[src/rtl/dummy_unused_none.sv]
`timescale 1ns/10ps

[src/rtl/serial_ctrl_pkg.sv]
// Functional notes
// - three-entry receive queue behind 8-bit shifter
// - byte transmit buffer, 20-bit loadable shift register
// - vector and master control shared; rest per-channel
// - data/command select high picks data registers
// - pointer write first, then register access
// - pointer clears after the following pointed access; data accesses keep it
// - vector unmodified on A, status-modified on B
// - pending bits readable only through channel A
// - divisor low/high bytes read back
// - three-bit misc command field decoded
// - status queue 10 by 19, 14-bit counter
// - closing flag pushes count plus five status
// - CRC checker reset at each frame end
// - ten unread frames held before overrun
// - queue active only when enabled and framed
// - queue pointers reset on disable and resets
// - any reset clears the queue enable bit
// - disabled queue images registers 4-7 onto 0-3
// - ext status info bit 2 shows enable
// - queue status, byte count, then status pops
// - overflow sets queue status MSB until re-enable
// - byte counter clears on flag, counts received chars
package serial_ctrl_pkg;
	// register indices, read side
	localparam logic [3:0] RD_MAIN_STATUS = 4'h0;
	localparam logic [3:0] RD_SPECIAL = 4'h1;
	localparam logic [3:0] RD_VECTOR = 4'h2;
	localparam logic [3:0] RD_PENDING = 4'h3;
	localparam logic [3:0] RD_IMAGE_LO = 4'h4;
	localparam logic [3:0] RD_IMAGE_HI = 4'h7;
	localparam logic [3:0] RD_BYTE_LOW = 4'h6;
	localparam logic [3:0] RD_QUEUE_STAT = 4'h7;
	localparam logic [3:0] RD_RX_BUF = 4'h8;
	localparam logic [3:0] RD_DIV_LOW = 4'hc;
	localparam logic [3:0] RD_DIV_HIGH = 4'hd;
	localparam logic [3:0] RD_EXT_INFO = 4'hf;
	// register indices, write side
	localparam logic [3:0] WR_COMMAND = 4'h0;
	localparam logic [3:0] WR_VECTOR = 4'h2;
	localparam logic [3:0] WR_SYNC_LO = 4'h6;
	localparam logic [3:0] WR_SYNC_HI = 4'h7;
	localparam logic [3:0] WR_TX_BUF = 4'h8;
	localparam logic [3:0] WR_MASTER = 4'h9;
	localparam logic [3:0] WR_LINE_CTRL = 4'ha;
	localparam logic [3:0] WR_DIV_LO = 4'hc;
	localparam logic [3:0] WR_DIV_HI = 4'hd;
	localparam logic [3:0] WR_MISC_CMD = 4'he;
	localparam logic [3:0] WR_EXT_CTRL = 4'hf;
	// command register fields
	localparam int CMD_LSB = 3;
	localparam logic [2:0] CMD_POINT_HIGH = 3'h1;
	localparam logic [2:0] CMD_ERR_RESET = 3'h6;
	// misc control command field
	localparam int MISC_CMD_LSB = 5;
	typedef enum logic [2:0] {
		MC_NULL = 3'h0,
		MC_SEARCH = 3'h1,
		MC_RST_MISSING = 3'h2,
		MC_DPLL_OFF = 3'h3,
		MC_SRC_BRG = 3'h4,
		MC_SRC_CLK_PIN = 3'h5,
		MC_FM = 3'h6,
		MC_NRZI = 3'h7
	} misc_cmd_t;
	// field positions
	localparam int EXT_QUEUE_EN_BIT = 2;
	localparam int QS_OVF_BIT = 7;
	localparam int QS_AVAIL_BIT = 6;
	localparam int SC_CRC_BIT = 6;
	localparam int SC_OVR_BIT = 5;
	localparam int SC_RES_LSB = 1;
	localparam int VEC_STAT_LSB = 1;
	// sizes
	localparam int SQ_DEPTH = 10;
	localparam int SQ_WIDTH = 19;
	localparam int SQ_AW = 4;
	localparam int BC_WIDTH = 14;
	localparam int TX_SHIFT_W = 20;
	localparam logic [SQ_AW-1:0] SQ_LAST = 4'h9;
	localparam logic [SQ_AW-1:0] SQ_FULL_CNT = 4'ha;
	localparam logic [1:0] RXQ_FULL = 2'h3;
	// reset values
	localparam logic [7:0] RST_BYTE = 8'h00;
endpackage

[src/rtl/status_queue_mem.sv]
`timescale 1ns/10ps
module status_queue_mem
	import serial_ctrl_pkg::*;
#(
	parameter int W = SQ_WIDTH,
	parameter int D = SQ_DEPTH,
	parameter int AW = SQ_AW
) (
	input wire logic mclk,
	input wire logic we,
	input wire logic [AW-1:0] waddr,
	input wire logic [W-1:0] wdata,
	input wire logic [AW-1:0] raddr,
	output logic [W-1:0] rdata_r
);
	logic [W-1:0] mem [D];

	// read data registered every cycle; head lags a pointer move by one
	always_ff @(posedge mclk) begin
		if (we) begin
			mem[waddr] <= wdata;
		end
		rdata_r <= mem[raddr];
	end
endmodule

[src/rtl/serial_ctrl_regs.sv]
`timescale 1ns/10ps
module serial_ctrl_regs
	import serial_ctrl_pkg::*;
(
	input wire logic mclk,
	input wire logic srst,
	input wire logic cs_n,
	input wire logic rd_n,
	input wire logic wr_n,
	input wire logic chan_a_sel,
	input wire logic data_sel,
	input wire logic [7:0] din,
	output logic [7:0] dout,
	output logic dout_oe,
	input wire logic [1:0] chan_rst,
	input wire logic [1:0] sdlc_mode,
	input wire logic [1:0] rx_char_valid,
	input wire logic [1:0][7:0] rx_char,
	input wire logic [1:0] rx_flag,
	input wire logic [1:0] rx_eof,
	input wire logic [1:0][7:0] rx_status,
	input wire logic [1:0][7:0] ext_status,
	input wire logic [2:0] irq_status,
	input wire logic [5:0] irq_pending_bit,
	input wire logic [1:0] tx_load,
	input wire logic [1:0] tx_shift_en,
	output logic [1:0] tx_data_out,
	output logic [1:0] tx_buf_empty,
	output logic [1:0] crc_reset,
	output logic [1:0][6:0] misc_cmd_pulse,
	output logic [1:0][7:0] misc_line_control,
	output logic [7:0] master_irq_control_reg,
	output logic [7:0] vector_write_reg
);
	typedef struct packed {
		logic [3:0] ptr;
		logic [7:0] sync_lo;
		logic [7:0] sync_hi;
		logic [7:0] line_ctrl;
		logic [7:0] div_lo;
		logic [7:0] div_hi;
		logic [7:0] ext_ctrl;
		logic [2:0][7:0] rxq;
		logic [1:0] rx_cnt;
		logic rx_ovr;
		logic [7:0] tx_buf;
		logic tx_full;
		logic [TX_SHIFT_W-1:0] tx_shift;
		logic [BC_WIDTH-1:0] bc;
		logic [SQ_AW-1:0] wp;
		logic [SQ_AW-1:0] rp;
		logic [SQ_AW-1:0] cnt;
		logic sq_ovf;
		logic crc_rst;
		logic [6:0] mcmd;
	} chan_t;

	typedef struct packed {
		logic [2:0] cs_s;
		logic [2:0] rd_s;
		logic [2:0] wr_s;
		logic [1:0] asel_s;
		logic [1:0] dc_s;
		logic [1:0][7:0] din_s;
		logic [7:0] dout;
		logic dout_oe;
		logic [7:0] vector;
		logic [7:0] master;
		chan_t [1:0] ch;
	} st_t;

	st_t s_r;
	st_t s_nxt;
	logic [1:0] sq_we;
	logic [1:0][SQ_WIDTH-1:0] sq_wdata;
	logic [1:0][SQ_WIDTH-1:0] sq_head;

	// one status memory per channel
	genvar g;
	generate
		for (g = 0; g < 2; g++) begin : g_sq
			status_queue_mem #(
				.W(SQ_WIDTH),
				.D(SQ_DEPTH),
				.AW(SQ_AW)
			) u_mem (
				.mclk(mclk),
				.we(sq_we[g]),
				.waddr(s_r.ch[g].wp),
				.wdata(sq_wdata[g]),
				.raddr(s_r.ch[g].rp),
				.rdata_r(sq_head[g])
			);
		end
	endgenerate

	always_comb begin
		logic rd_go;
		logic wr_go;
		logic c;
		logic [3:0] idx;
		logic [7:0] val;
		logic [7:0] wd;
		logic [1:0] en;
		logic [1:0] from_q;
		logic [1:0] pop_sq;
		logic [1:0] pop_rx;
		logic [1:0] wr_tx;
		s_nxt = s_r;
		rd_go = 1'b0;
		wr_go = 1'b0;
		c = 1'b0;
		idx = 4'h0;
		val = 8'h00;
		wd = 8'h00;
		en = 2'b00;
		from_q = 2'b00;
		pop_sq = 2'b00;
		pop_rx = 2'b00;
		wr_tx = 2'b00;
		sq_we = 2'b00;
		sq_wdata = '0;

		// pins cross into mclk through two flops before use
		s_nxt.cs_s = {s_r.cs_s[1:0], cs_n};
		s_nxt.rd_s = {s_r.rd_s[1:0], rd_n};
		s_nxt.wr_s = {s_r.wr_s[1:0], wr_n};
		s_nxt.asel_s = {s_r.asel_s[0], chan_a_sel};
		s_nxt.dc_s = {s_r.dc_s[0], data_sel};
		s_nxt.din_s = {s_r.din_s[0], din};

		rd_go = ~s_r.rd_s[1] & s_r.rd_s[2] & ~s_r.cs_s[1];
		wr_go = ~s_r.wr_s[1] & s_r.wr_s[2] & ~s_r.cs_s[1];
		c = ~s_r.asel_s[1];
		wd = s_r.din_s[1];

		for (int i = 0; i < 2; i++) begin
			// queue is read only while enabled and holding a frame
			en[i] = s_r.ch[i].ext_ctrl[EXT_QUEUE_EN_BIT] & sdlc_mode[i];
			from_q[i] = en[i] & (s_r.ch[i].cnt != 4'h0);
		end

		// host read: data select bypasses the pointer
		if (rd_go) begin
			idx = s_r.dc_s[1] ? RD_RX_BUF : s_r.ch[c].ptr;
			// enabled queue keeps 6 and 7 for count and queue status
			if (!en[c] && idx >= RD_IMAGE_LO && idx <= RD_IMAGE_HI) begin
				idx = idx - RD_IMAGE_LO;
			end else if (en[c] && idx < RD_BYTE_LOW && idx >= RD_IMAGE_LO) begin
				idx = idx - RD_IMAGE_LO;
			end
			unique case (idx)
				RD_MAIN_STATUS: val = {ext_status[c][7:3], ~s_r.ch[c].tx_full,
					ext_status[c][1], s_r.ch[c].rx_cnt != 2'h0};
				RD_SPECIAL: begin
					val = rx_status[c];
					// overrun belongs to the data queue, not the live bits
					val[SC_OVR_BIT] = s_r.ch[c].rx_ovr;
					// queued status only where a frame is waiting
					if (from_q[c]) begin
						val[SC_CRC_BIT] = sq_head[c][0];
						val[SC_OVR_BIT] = sq_head[c][1];
						val[SC_RES_LSB +: 3] = sq_head[c][4:2];
						pop_sq[c] = 1'b1;
					end
				end
				RD_VECTOR: begin
					// status replaces bits 3:1 only when read through B
					val = s_r.vector;
					if (c) begin
						val[VEC_STAT_LSB +: 3] = irq_status;
					end
				end
				RD_PENDING: val = c ? 8'h00 : {2'b00, irq_pending_bit};
				RD_BYTE_LOW: val = from_q[c] ? sq_head[c][12:5] :
					s_r.ch[c].bc[7:0];
				RD_QUEUE_STAT: val = {s_r.ch[c].sq_ovf, from_q[c],
					from_q[c] ? sq_head[c][18:13] : s_r.ch[c].bc[13:8]};
				RD_RX_BUF: begin
					val = s_r.ch[c].rxq[0];
					pop_rx[c] = 1'b1;
				end
				RD_DIV_LOW: val = s_r.ch[c].div_lo;
				RD_DIV_HIGH: val = s_r.ch[c].div_hi;
				RD_EXT_INFO: val = {s_r.ch[c].ext_ctrl[7:3], en[c],
					s_r.ch[c].ext_ctrl[1:0]};
				default: val = 8'h00;
			endcase
			s_nxt.dout = val;
			s_nxt.dout_oe = 1'b1;
			// data reads leave a pending pointer alone
			if (!s_r.dc_s[1]) begin
				s_nxt.ch[c].ptr = 4'h0;
			end
		end else if (s_r.rd_s[1] || s_r.cs_s[1]) begin
			s_nxt.dout_oe = 1'b0;
		end

		// host write
		if (wr_go) begin
			idx = s_r.dc_s[1] ? WR_TX_BUF : s_r.ch[c].ptr;
			if (idx == WR_COMMAND) begin
				// point-high command reaches the upper eight registers
				s_nxt.ch[c].ptr = {wd[CMD_LSB +: 3] == CMD_POINT_HIGH,
					wd[2:0]};
				if (wd[CMD_LSB +: 3] == CMD_ERR_RESET) begin
					s_nxt.ch[c].rx_ovr = 1'b0;
				end
			end else begin
				// a data write must not consume a pending pointer
				if (!s_r.dc_s[1]) begin
					s_nxt.ch[c].ptr = 4'h0;
				end
				unique case (idx)
					WR_VECTOR: s_nxt.vector = wd;
					WR_MASTER: s_nxt.master = wd;
					WR_SYNC_LO: s_nxt.ch[c].sync_lo = wd;
					WR_SYNC_HI: s_nxt.ch[c].sync_hi = wd;
					WR_TX_BUF: wr_tx[c] = 1'b1;
					WR_LINE_CTRL: s_nxt.ch[c].line_ctrl = wd;
					WR_DIV_LO: s_nxt.ch[c].div_lo = wd;
					WR_DIV_HI: s_nxt.ch[c].div_hi = wd;
					WR_EXT_CTRL: s_nxt.ch[c].ext_ctrl = wd;
					WR_MISC_CMD: begin
						// one pulse per command, null gives none
						if (wd[MISC_CMD_LSB +: 3] != MC_NULL) begin
							s_nxt.ch[c].mcmd[wd[MISC_CMD_LSB +: 3] - 3'h1] =
								1'b1;
						end
					end
					default: ;
				endcase
			end
		end

		for (int i = 0; i < 2; i++) begin
			s_nxt.ch[i].crc_rst = 1'b0;
			// misc command pulses last a single cycle
			if (!(wr_go && c == i[0] && idx == WR_MISC_CMD)) begin
				s_nxt.ch[i].mcmd = 7'h00;
			end

			// receive queue: host pop first, then the shifter's char
			if (pop_rx[i] && s_r.ch[i].rx_cnt != 2'h0) begin
				s_nxt.ch[i].rxq = {8'h00, s_r.ch[i].rxq[2:1]};
				s_nxt.ch[i].rx_cnt = s_r.ch[i].rx_cnt - 2'h1;
			end
			if (rx_char_valid[i]) begin
				if (s_nxt.ch[i].rx_cnt == RXQ_FULL) begin
					s_nxt.ch[i].rx_ovr = 1'b1;
				end else begin
					s_nxt.ch[i].rxq[s_nxt.ch[i].rx_cnt] = rx_char[i];
					s_nxt.ch[i].rx_cnt = s_nxt.ch[i].rx_cnt + 2'h1;
				end
			end

			// transmitter: load uses the old buffer before a new write
			if (tx_load[i]) begin
				s_nxt.ch[i].tx_shift = s_r.ch[i].tx_full ?
					{12'h000, s_r.ch[i].tx_buf} :
					{4'h0, s_r.ch[i].sync_hi, s_r.ch[i].sync_lo};
				s_nxt.ch[i].tx_full = 1'b0;
			end else if (tx_shift_en[i]) begin
				s_nxt.ch[i].tx_shift = {1'b0,
					s_r.ch[i].tx_shift[TX_SHIFT_W-1:1]};
			end
			if (wr_tx[i]) begin
				s_nxt.ch[i].tx_buf = wd;
				s_nxt.ch[i].tx_full = 1'b1;
			end

			// frame byte counter
			if (sdlc_mode[i]) begin
				// a char beside the flag opens the next count
				if (rx_flag[i]) begin
					s_nxt.ch[i].bc = rx_char_valid[i] ? 14'h0001 : 14'h0000;
				end else if (rx_char_valid[i]) begin
					s_nxt.ch[i].bc = s_r.ch[i].bc + 14'h0001;
				end
				s_nxt.ch[i].crc_rst = rx_eof[i];
			end

			// status queue
			if (!en[i]) begin
				s_nxt.ch[i].wp = '0;
				s_nxt.ch[i].rp = '0;
				s_nxt.ch[i].cnt = '0;
				// only a disable or a reset drops a latched overflow
				s_nxt.ch[i].sq_ovf = 1'b0;
			end else begin
				if (pop_sq[i]) begin
					s_nxt.ch[i].rp = (s_r.ch[i].rp == SQ_LAST) ? '0 :
						s_r.ch[i].rp + 4'h1;
					s_nxt.ch[i].cnt = s_r.ch[i].cnt - 4'h1;
				end
				if (rx_eof[i]) begin
					// a pop in the same cycle frees a slot first
					if (s_nxt.ch[i].cnt == SQ_FULL_CNT) begin
						s_nxt.ch[i].sq_ovf = 1'b1;
					end else begin
						sq_we[i] = 1'b1;
						sq_wdata[i] = {s_r.ch[i].bc,
							rx_status[i][SC_RES_LSB +: 3],
							s_r.ch[i].rx_ovr,
							rx_status[i][SC_CRC_BIT]};
						s_nxt.ch[i].wp = (s_r.ch[i].wp == SQ_LAST) ? '0 :
							s_r.ch[i].wp + 4'h1;
						s_nxt.ch[i].cnt = s_nxt.ch[i].cnt + 4'h1;
					end
				end
			end

			// channel reset last so it overrides every event
			if (chan_rst[i]) begin
				s_nxt.ch[i] = '0;
			end
		end
	end

	// power-on reset zeroes everything but the strobe syncs, which load ones; queue enable included
	always_ff @(posedge mclk) begin
		if (srst) begin
			s_r <= '0;
			s_r.cs_s <= 3'h7;
			s_r.rd_s <= 3'h7;
			s_r.wr_s <= 3'h7;
		end else begin
			s_r <= s_nxt;
		end
	end

	assign dout = s_r.dout;
	assign dout_oe = s_r.dout_oe;
	assign master_irq_control_reg = s_r.master;
	assign vector_write_reg = s_r.vector;

	generate
		for (g = 0; g < 2; g++) begin : g_out
			assign tx_data_out[g] = s_r.ch[g].tx_shift[0];
			assign tx_buf_empty[g] = ~s_r.ch[g].tx_full;
			assign crc_reset[g] = s_r.ch[g].crc_rst;
			assign misc_cmd_pulse[g] = s_r.ch[g].mcmd;
			assign misc_line_control[g] = s_r.ch[g].line_ctrl;
		end
	endgenerate
endmodule

[config.mk]
export PLATFORM = sky130hd
export DESIGN_NAME = serial_ctrl_regs
export DESIGN_NICKNAME = d
export VERILOG_FILES = /design/src/rtl/dummy_unused_none.sv /design/src/rtl/serial_ctrl_pkg.sv /design/src/rtl/status_queue_mem.sv /design/src/rtl/serial_ctrl_regs.sv
export SDC_FILE = /design/constraint.sdc
export NUM_CORES = 1
export LEC_CHECK = 0
export BUFFER_PORTS_ARGS = -buffer_cell sky130_fd_sc_hd__buf_2
export CAP_MARGIN = 10
export CORE_AREA = 8 8 246 248
export DETAILED_ROUTE_END_ITERATION = 10
export DIE_AREA = 0 0 254 256
export MAX_ROUTING_LAYER = met4
export PLACE_DENSITY_LB_ADDON = 0.2
export SLEW_MARGIN = 20
export SYNTH_ARGS = -nofsm -noshare
export SYNTH_HDL_FRONTEND = slang
export SYNTH_SLANG_ARGS = --single-unit
[constraint.sdc]
create_clock -name mclk -period 7.85 [get_ports mclk]
set_input_delay 1.1775 -clock mclk [delete_from_list [all_inputs] [get_ports mclk]]
set_output_delay 1.1775 -clock mclk [all_outputs]
set_load 0.1 [all_outputs]
Word level (Yosys, flattened, before mapping)
Memory sizes are Yosys's and may differ from the RTL's. A register that Yosys moved wholly into a read port is not among the register bits.
Index checks and enable logic that the tools add are counted.
{ "word_totals": {"ff_bits": 339, "ramBits": 380, "latchBits": 0, "n_memories": 2, "rom_bits": 0, "out_inout_bits": 61, "word_cells": 315} }
{ "classes": {"add_sub_neg": 16, "order_cmp": 11, "mux": 144, "n_eq_ne": 30, "n_mul": 0, "bitwise": 22, "n_reduce_logical": 35, "shift": 0, "div_mod_pow": 0} }
{ "memory_table": {"columns": ["name", "words", "width", "rd", "rd_clocked_by_memory_dff", "write_ports", "line_no", "text"], "rows": [
  ["g_sq[0].u_mem.mem", 10, 19, 1, 1, 1, "status_queue_mem.sv:16", "logic [W-1:0] mem [D];"],
  ["g_sq[1].u_mem.mem", 10, 19, 1, 1, 1, "status_queue_mem.sv:16", null]
]} }
{ "op_table": {"columns": ["operator", "n"], "rows": [
  ["286-bit bitwise mux", 11],
  ["286-bit two-way mux", 9],
  ["286-bit case mux with 7 select lines", 1],
  ["143-bit demux with 1-bit select", 9],
  ["143-bit two-way mux", 3],
  ["19-bit two-way mux", 8],
  ["139-bit two-way mux", 1],
  ["131-bit two-way mux", 1],
  ["123-bit two-way mux", 1],
  ["115-bit two-way mux", 1],
  ["107-bit two-way mux", 1],
  ["26-bit two-way mux", 4],
  ["99-bit two-way mux", 1],
  ["8-bit two-way mux", 11],
  ["14-bit two-way mux", 6],
  ["20-bit two-way mux", 4],
  ["8-bit case mux with 10 select lines", 1],
  ["4-bit == test, second input constant", 18],
  ["65-bit two-way mux", 1],
  ["4-bit two-way mux", 16],
  ["27-bit two-way mux", 2],
  ["24-bit bitwise mux", 2],
  ["8-bit demux with 2-bit select", 2],
  ["16-bit two-way mux", 2],
  ["other kinds (43)", 142]
]} }

Longest topological paths before layout
Gate-level depths: netlist of run 1.
{ "depth": {"word_depth": 25, "ltp_mapped": 18, "ltp_nobuf": 13} }

Modules after synthesis
Synthesis of run 1 repeated with hierarchy kept, for this count alone.
{ "unflattened": {"hier_cells": 2698, "area_unflattened_um2": 32077.0} }
{ "modules_own_cells": {"columns": ["mod", "area_per_inst_um2", "n_inst", "seq_area_each_um2", "cells_each"], "rows": [
  ["serial_ctrl_regs", 16279.4, 1, 6786.5, 1856],
  ["status_queue_mem", 7898.8, 2, 6085.8, 421]
]} }

Worst setup path after synthesis of run 1
No wires, ideal clock.
{ "synth_timing": {"path_kind": "input port to flip-flop", "from": "input port sdlc_mode[0]", "to": "memory g_sq[0].u_mem.mem[3][0] (netlist name), enable pin", "setup_time_ns": 0.444, "n_path_buf": 1, "path_slack_ns": 1.640, "required_ns": 7.406, "stages": 11, "arrival_time_ns": 5.766, "cell_sequence": "clkbuf_1 > nand3_1 > a2111o_1 > a2111oi_2 > a41oi_4 > a211oi_2 > mux2i_1 > ha_1 > a31oi_1 > nand3_1 > nor4_1"} }
{ "synth_via": {"elab_chain_len": 19, "word_cells_on_any_way": 26, "cone_classes": "eq/ne: 2; mux: 17; bitwise: 2; reduce/logical: 5"} }
{ "synth_rtl": {"columns": ["element", "line_no", "text"], "rows": [
  ["start: declaration", "serial_ctrl_regs.sv:16", "input wire logic [1:0] sdlc_mode,"],
  ["1-bit AND (*)", "serial_ctrl_regs.sv:139", "en[i] = s_r.ch[i].ext_ctrl[EXT_QUEUE_EN_BIT] & sdlc_mode[i];"],
  ["1-bit two-way mux (implied by the code) (2 in series)", "serial_ctrl_regs.sv:147, serial_ctrl_regs.sv:149", null],
  ["1-bit logical AND / 1-bit logical NOT (equally long branches)", "serial_ctrl_regs.sv:149, serial_ctrl_regs.sv:147", null],
  ["1-bit logical AND (on tied branches)", "serial_ctrl_regs.sv:149, serial_ctrl_regs.sv:147", null],
  ["4-bit two-way mux / 1-bit logical AND (equally long branches)", "serial_ctrl_regs.sv:149, serial_ctrl_regs.sv:147", null],
  ["4-bit two-way mux", "serial_ctrl_regs.sv:147", "if (!en[c] && idx >= RD_IMAGE_LO && idx <= RD_IMAGE_HI) begin"],
  ["4-bit two-way mux", "serial_ctrl_regs.sv:144", "if (rd_go) begin"],
  ["4-bit by 1-bit == test with 1-bit output", "serial_ctrl_regs.sv:152", "unique case (idx)"],
  ["[... 2 more ...]", null, null],
  ["8-bit two-way mux", "serial_ctrl_regs.sv:291", "if (pop_sq[i]) begin"],
  ["8-bit two-way mux", "serial_ctrl_regs.sv:284", "if (!en[i]) begin"],
  ["4-bit == test", "serial_ctrl_regs.sv:298", "if (s_nxt.ch[i].cnt == SQ_FULL_CNT) begin"],
  ["1-bit two-way mux", "serial_ctrl_regs.sv:298", null],
  ["1-bit two-way mux", "serial_ctrl_regs.sv:296", "if (rx_eof[i]) begin"],
  ["1-bit two-way mux (*)", "serial_ctrl_regs.sv:284", null],
  ["1-bit two-way mux (*)", "status_queue_mem.sv:20", "if (we) begin"],
  ["1-bit two-way mux (implied by the code) (*)", "status_queue_mem.sv:21", "mem[waddr] <= wdata;"],
  ["end: declaration", "status_queue_mem.sv:16", null]
]} }
Mark *: on every way between the ends. The rest lies on a longest branch, timed or not. The select of a mux whose other input is x is not followed.

Final worst setup path of run 1
{ "layout_timing": {"from": "register s_r[330] (netlist name)", "to": "memory g_sq[0].u_mem.mem[0][0] (netlist name), enable pin"} }
{ "layout_via": {"elab_chain_len": 22, "word_cells_on_any_way": 75, "cone_classes": "add/sub: 1; order compare: 5; eq/ne: 9; mux: 52; bitwise: 1; reduce/logical: 7"} }
{ "layout_rtl": {"columns": ["element", "line_no", "text"], "rows": [
  ["start: declaration", "serial_ctrl_regs.sv:72", "st_t s_r;"],
  ["start signal: assignment", "serial_ctrl_regs.sv:328", "s_r <= s_nxt;"],
  ["1-bit inverter", "serial_ctrl_regs.sv:134", "c = ~s_r.asel_s[1];"],
  ["143-bit demux with 1-bit select", "serial_ctrl_regs.sv:193, serial_ctrl_regs.sv:204, serial_ctrl_regs.sv:212", null],
  ["286-bit bitwise mux", "serial_ctrl_regs.sv:193", "s_nxt.ch[c].ptr = 4'h0;"],
  ["286-bit two-way mux", "serial_ctrl_regs.sv:192", "if (!s_r.dc_s[1]) begin"],
  ["286-bit two-way mux", "serial_ctrl_regs.sv:144", null],
  ["286-bit bitwise mux", "serial_ctrl_regs.sv:212", "s_nxt.ch[c].ptr = 4'h0;"],
  ["286-bit two-way mux", "serial_ctrl_regs.sv:211", "if (!s_r.dc_s[1]) begin"],
  ["286-bit two-way mux", "serial_ctrl_regs.sv:202", "if (idx == WR_COMMAND) begin"],
  ["[... 6 more ...]", null, null],
  ["8-bit two-way mux (*)", "serial_ctrl_regs.sv:291", null],
  ["8-bit two-way mux (*)", "serial_ctrl_regs.sv:284", null],
  ["4-bit == test (*)", "serial_ctrl_regs.sv:298", null],
  ["1-bit two-way mux (*)", "serial_ctrl_regs.sv:298", null],
  ["1-bit two-way mux (*)", "serial_ctrl_regs.sv:296", null],
  ["1-bit two-way mux (*)", "serial_ctrl_regs.sv:284", null],
  ["1-bit two-way mux (*)", "status_queue_mem.sv:20", null],
  ["1-bit two-way mux (implied by the code) (*)", "status_queue_mem.sv:21", null]
]} }
Marks and branches as above.

==> results of run 1 <==
worst max-delay path: cells and delay by family (launching register included):
| kind | cells | cell delay [ns] |
|---|---|---|
| buffers and inverters | 2 | 0.47 |
| DFF | 1 | 0.61 |
| and+or+nand+nor | 5 | 2.47 |
| muxes | 1 | 0.20 |
| AOI/OAI and AO/OA | 4 | 1.82 |
| adders and majority gates | 2 | 0.63 |
where the power goes:
part,total (mW),internal (mW),switching (mW)
Clock,3.65,2.16,1.49
Sequential,4.15,4.13,0.0270
Combinational,0.184,0.0602,0.123
logic make-up (layout without fill, tap and decap cells):
family,count (synthesis),count (layout)
XOR/XNOR,43,43
AND/OR/NAND/NOR,686,686
buffers and inverters,246,353
flip-flops,757,757
adder cells (fa/ha/maj),14,14
other,0,1
AO/OA/AOI/OAI,478,478
multiplexers,311,311
routing by layer:
metal  GRT usage  share of wire  vias up
li1            -              -     9489
met3      0.0434          0.061      170
met1       0.301           0.41    10252
met2       0.390           0.49      644
met4      0.0896          0.038        0
met5           -              0        -
final cells by class:
class                   instances  area, µm²
well taps                     765        957
fillers                      4419      21800
clock inverters                17        223
clock buffers                 121       2320
multi-input cells            1532      11300
inverters                      31        116
flip-flops and latches        757      19000
diodes                          1       2.50
repair buffers                184       1030
path summary, 6_finish.rpt:
kind                                  end  cells after the start
setup / recovery  g_sq[0].u_mem.mem[0][0]                     14
hold reg to reg                s_nxt[333]                      1
setup reg to reg  g_sq[0].u_mem.mem[0][0]                     14
hold / removal                 s_nxt[333]                      1
cells in the final DEF (no fill, tap or decap), types with 44 or more instances in the layout:
cell and instances:
nand2_1 90, edfxtp_1 380, and2_1 44, a211oi_1 80
mux2i_1 211, a22oi_1 76, buf_2 140, o21ai_0 59
nor2b_1 87, clkbuf_16 80, dfxtp_1 370, mux4_2 76
a21oi_1 120, nor2_1 297
stage by stage:
stage               hold slack [ns]  instance area, µm²
global placement              0.410               32400
finish                        0.426               35000
floorplan                     0.389               31400
detailed placement            0.417               32400
CTS                           0.430               34900
global route                  0.447               35000
==> impl_metrics.csv, run 1 <==
group,metric,value,unit
clock_network,worstSkewPairLatency,0.62,ns
timing,period_needed,6.51,ns
final_layout,largest_register_ffs,380,
clock_network,post_cts_resize_count,0,
placement,io_buffers,140,
yosys,ys.flop_type,"edfxtp_1",
critical_path,cpMaxStageDelayCell,"nor3_2",
drt,ant_nets,0,
critical_path,r2r_slack,1.34,ns
final_layout,reg_top3,"g_sq.u_mem.mem (380), s_r (264), g_sq.u_mem.rdata_r (38)",
yosys,synth_fp_nets,2635,
critical_path,worstSetupStartpointType,"flip-flop",
yosys,synth_cell_types,81,
timing,fin_crit_sh,0.829,
global_routing,grt_usage,0.241,
critical_path,r2r_start,"s_r[330]",
yosys,synth_fa_ha_area_frac,0.00558,
yosys,synth-xor-area-share,0.0120,
clock_network,tritoncts,"built",
die,start_util,0.552,
critical_path,cp-startpoint,"s_r[330]",
timing,rsz0062_at_grt,"no",
drt,drt_wl_total,77600,µm
placement,dpl.cell_count,3268,
clock_network,postCtsHoldBufs,0,
final_layout,drive_gt1_frac,0.170,
clock_network,root_buffer,"clkbuf_16",
clock_network,cts_buffers,77,
timing,tns,0,ns
timing,max_freq,154,MHz
yosys,post-synth-top-count-cell,"edfxtp_1",
final_layout,final_util,0.615,
drt,drt-vias-per-instance,6.03,
placement,dp_hpwl,51200,µm
critical_path,required,8.16,ns
placement,place.gp.congestion,0.952,
yosys,syn-mean-instance-area,12.4,µm²
global_routing,grt_pass1_wl,119000,µm
power,ir_drop,0.231,mV
clock_network,clk_path_buf_depth,3,
drt,wire_per_inst,22.8,µm
die,die_y,256,µm
drt,first_pass_iters,8,
timing,finClkSkew,0.0248,ns
yosys,synth_seq_area_share,0.604,
final_layout,fin_nets,2683,
timing,final_hold_viol_count,0,
critical_path,crit_chain,"nor2b_1 -> nor3_1 -> ha_1 -> inv_1 -> or4_1 -> a21oi_2 -> a41oi_4 -> a211oi_2 -> mux2i_1 -> ha_1 -> a311oi_2 -> nand3_1 -> nor3_2 -> buf_4",
die,die_w,254,µm
critical_path,crit_type,"reg -> reg",
flow_run,maxCapViolCount,0,
yosys,synth-compound-area-share,0.106,
clock_network,clock_sinks,757,
yosys,synth_top_family_by_area,"multiplexers",
die,die_area,0.0650,mm²
yosys,synth_common_cells,"edfxtp_1, dfxtp_1, nor2_1",
global_routing,grt_max_degree,91,
yosys,synth-simple-area-share,0.105,
timing,fin_ws,1.34,ns
critical_path,cp_max_fo,29,
timing,tightestPinTransition,1.17,ns
yosys,synthCells,2535,
critical_path,critical_path_arrival,6.82,ns
drt,drcViolationCount,0,
critical_path,crit_path_end_kind,"flip-flop",
die,top_level_ports,147,
power,power_density,228,mW/mm²
global_routing,grt_pass1_vias,20168,
final_layout,syn_to_final_growth,11.5,%
yosys,yosysTopAreaCellShare,0.364,
global_routing,antenna_found_initial,1,
drt,via_count,20555,
critical_path,cpPeakStageDelay,0.84,ns
yosys,synthTopCellsByArea,"edfxtp_1, dfxtp_1, mux2i_1",
yosys,synthArstFlopShare,0,
final_layout,regMostFlops,"g_sq.u_mem.mem",
power,power_leakage,11.4,nW
final_layout,fin_cells,3408,
timing,maxSlewHeadroom,0.214,
yosys,synthMuxAreaShare,0.130,
yosys,syn_area,0.0314,mm²
worst_hold_path,hp-start,"s_nxt[332]",
critical_path,path_common_cell,"ha_1",
timing,slew_violations,0,
clock_network,postCtsSetupBuffers,0,
clock_network,htreeDepth,3,
yosys,synth_edf_count,380,
outcome,status,"completed",
yosys,ys_ff_latch,757,
die,fp-row-count,88,
yosys,post-synth-top-area-cell,"edfxtp_1",
yosys,synth_warnings,0,
timing,setup_viol,0,
power,power,7.99,mW
placement,dp_slack,1.38,ns
clock_network,clkTransAtPathRegs,0.06,ns
global_routing,grt_overflow,0,
die,core_region_area,0.0568,mm²
worst_hold_path,min_path_type,"reg -> reg",
drt,drt_iter0_drc,1705,
(Power assumes the default switching activity.)
==> inputs of run 2 (changes only) <==
--- a/config.mk
+++ b/config.mk
@@ -5,11 +5,12 @@
 export SDC_FILE = /design/constraint.sdc
 export NUM_CORES = 1
 export LEC_CHECK = 0
+export ABC_AREA = 1
 export BUFFER_PORTS_ARGS = -buffer_cell sky130_fd_sc_hd__buf_2
 export CAP_MARGIN = 10
-export CORE_AREA = 8 8 246 248
+export CORE_AREA = 8 8 254 256
 export DETAILED_ROUTE_END_ITERATION = 10
-export DIE_AREA = 0 0 254 256
+export DIE_AREA = 0 0 262 264
 export MAX_ROUTING_LAYER = met4
 export PLACE_DENSITY_LB_ADDON = 0.2
 export SLEW_MARGIN = 20
==> constraint.sdc (replaced) <==
create_clock -name mclk -period 6.54 [get_ports mclk]
set_input_delay 0.981 -clock mclk [delete_from_list [all_inputs] [get_ports mclk]]
set_output_delay 0.981 -clock mclk [all_outputs]
set_load 0.1 [all_outputs]
==> impl_metrics.csv, run 2 <==
group,metric,value,unit
yosys,synthArstFlopShare,0,
clock_network,worstSkewPairLatency,0.64,ns
yosys,syn-mean-instance-area,8.80,µm²
timing,fin_ws,1.39,ns
drt,drcViolationCount,0,
die,core_region_area,0.0608,mm²
global_routing,antenna_found_initial,4,
die,die_area,0.0692,mm²
yosys,synthCells,3818,
timing,hold-worst-slack,0.408,ns
power,power_density,262,mW/mm²
power,ir_drop,0.279,mV
yosys,synth_cell_types,51,
drt,ant_nets,0,
global_routing,grt_pass1_wl,146000,µm
outcome,status,"completed",
final_layout,drive_gt1_frac,0.110,
final_layout,final_cell_mix,"nand2_1, o21ai_0, nor2_1",
yosys,ys_ff_latch,757,
clock_network,clk_path_buf_depth,3,
yosys,yosysTopAreaCellShare,0.340,
global_routing,grt_usage,0.276,
die,fp-row-count,91,
drt,via_count,27403,
timing,finClkSkew,0.0187,ns
power,pwr-share-clk,0.459,
yosys,synth_seq_area_share,0.564,
final_layout,reg_top3,"g_sq.u_mem.mem (380), s_r (264), g_sq.u_mem.rdata_r (38)",
critical_path,crit_type,"reg -> reg",
placement,dp_hpwl,59700,µm
critical_path,required,6.84,ns
yosys,ys.flop_type,"edfxtp_1",
critical_path,worstSetupStartpointType,"flip-flop",
final_layout,final_util,0.610,
drt,drt_wl_total,94700,µm
yosys,post-synth-top-area-cell,"edfxtp_1",
final_layout,fill_cells,5215,
power,swShare,0.220,
power,p_int,7.58,mW
drt,drt-vias-per-instance,5.85,
drt,wire_per_inst,20.2,µm
yosys,synth_warnings,0,
final_layout,fin_nets,3922,
clock_network,postCtsHoldBufs,0,
clock_network,postCtsSetupBuffers,0,
clock_network,htreeDepth,3,
final_layout,final_cell_area,0.0371,mm²
die,start_util,0.553,
clock_network,clkTransAtPathRegs,0.06,ns
power,power.switching,2.14,mW
worst_hold_path,min_path_type,"reg -> reg",
placement,place.gp.congestion,0.956,
final_layout,multi_input_area,0.0123,mm²
yosys,syn_area,0.0336,mm²
placement,dpl.cell_count,4531,
final_layout,fin_cells,4683,
drt,drt_iter0_drc,2874,
critical_path,crit_path_end_kind,"flip-flop",
final_layout,largest_register_ffs,380,
critical_path,critical_path_arrival,5.45,ns
global_routing,grt_overflow,0,
timing,final_hold_viol_count,0,
yosys,post-synth-top-count-cell,"nand2_1",
drt,first_pass_iters,6,
timing,period_needed,5.15,ns
placement,dpl_cell_area,0.0345,mm²
clock_network,cts_buffers,79,
global_routing,grt_max_degree,81,
power,power,9.73,mW
final_layout,syn_to_final_growth,10.3,%
clock_network,root_buffer,"clkbuf_16",
placement,dp_slack,1.43,ns
die,die_y,264,µm
yosys,synth_common_cells,"nand2_1, nor2_1, o21ai_0",
global_routing,grt_pass1_vias,25418,
timing,maxSlewHeadroom,0.135,
timing,slew_violations,0,
power,p_comb_frac,0.031,
timing,tightestPinTransition,1.29,ns
timing,tns,0,ns
yosys,synthTopCellsByArea,"edfxtp_1, dfxtp_1, nand2_1",
timing,setup_viol,0,
final_layout,seq_area,0.0190,mm²
critical_path,cp_max_fo,66,
clock_network,tritoncts,"built",
timing,rsz0062_at_grt,"no",
flow_run,maxCapViolCount,0,
final_layout,mostFrequentLayoutCell,"nand2_1",
die,top_level_ports,147,
timing,max_freq,194,MHz
power,power_leakage,12.6,nW
final_layout,regMostFlops,"g_sq.u_mem.mem",
yosys,synth_edf_count,380,
clock_network,post_cts_resize_count,0,
power,seq_power_share,0.510,
yosys,synth_fp_nets,3918,
die,die_w,262,µm
placement,io_buffers,140,
timing,fin_crit_sh,0.788,
clock_network,clock_sinks,757,
run 2: cell types whose count changed in the layout (fill, tap and decap cells not counted), moves of 54 or more:
cell	change
a211oi_1	-63
nor2b_1	-87
o211ai_1	+83
a22oi_1	-54
nand3_1	+127
nand2_1	+710
a21oi_1	+95
nor2_1	+106
inv_1	+252
o21ai_0	+363
mux4_2	-76
mux2i_1	-210
run 2: cells by family after synthesis:
group | after synthesis | share of synthesized area
flops | 757 | 0.564
simple gates | 1527 | 0.192
xor+xnor | 2 | 0.000521
fa+ha+maj | 14 | 0.00521
compound gates | 942 | 0.165
buf+inv | 575 | 0.0736
mux | 1 | 0.000298
run 2: cell type report:
cell class                      instances  area share
Inverter                              307      0.0314
Clock buffer                          108      0.0610
Antenna cell                            5    0.000337
Tap cell                              790      0.0267
Clock inverter                         39     0.00894
Timing Repair Buffer                  191      0.0292
Sequential cell                       757       0.512
Multi-Input combinational cell       2486       0.331
run 2: power groups by stage:
stage          combinational [mW]  clock (mW)  sequential, mW
6_report                    0.300        4.46            4.96
5_1_grt                     0.323        4.73            4.96
4_1_cts                     0.294        4.53            4.96
3_5_place_dp                0.292           0            5.07
3_3_place_gp                0.291           0            5.07
2_1_floorplan               0.184           0            5.06
run 2: final timing paths:
path	slack [ns]	end	depth (start not counted)	startpoint
setup reg to reg	1.39	g_sq[0].u_mem.mem[8][8]	24	s_r[330]
hold / removal	0.41	s_r[330]	2	s_nxt[330]
hold reg to reg	0.41	s_r[330]	2	s_nxt[330]
setup / recovery	1.39	g_sq[0].u_mem.mem[8][8]	24	s_r[330]
run 2: worst max-delay path, cell delays in order, from the launching register on:
cell and delay [ns]:
dfxtp_4 0.47, buf_4 0.64, nand2_1 0.14, nand3_2 0.19, inv_1 0.08, ha_1 0.22
inv_1 0.09, nor2_2 0.06, nand2_2 0.09, nand4_2 0.14, nand2_4 0.16, inv_2 0.08
nand3_4 0.10, inv_2 0.14, nand2_1 0.23, nand2_1 0.08, nand2_1 0.11, inv_1 0.07
ha_1 0.17, inv_1 0.05, nor2_1 0.05, nand2_2 0.14, nand3_2 0.59, nor3b_2 0.33
buf_4 0.37
run 2: metal layers:
metal,routed length [µm],vias to the layer above,track usage
li1,-,13080,-
met4,3440,0,0.103
met2,44400,1128,0.427
met5,0,-,-
met3,7990,210,0.0451
met1,38900,12985,0.364
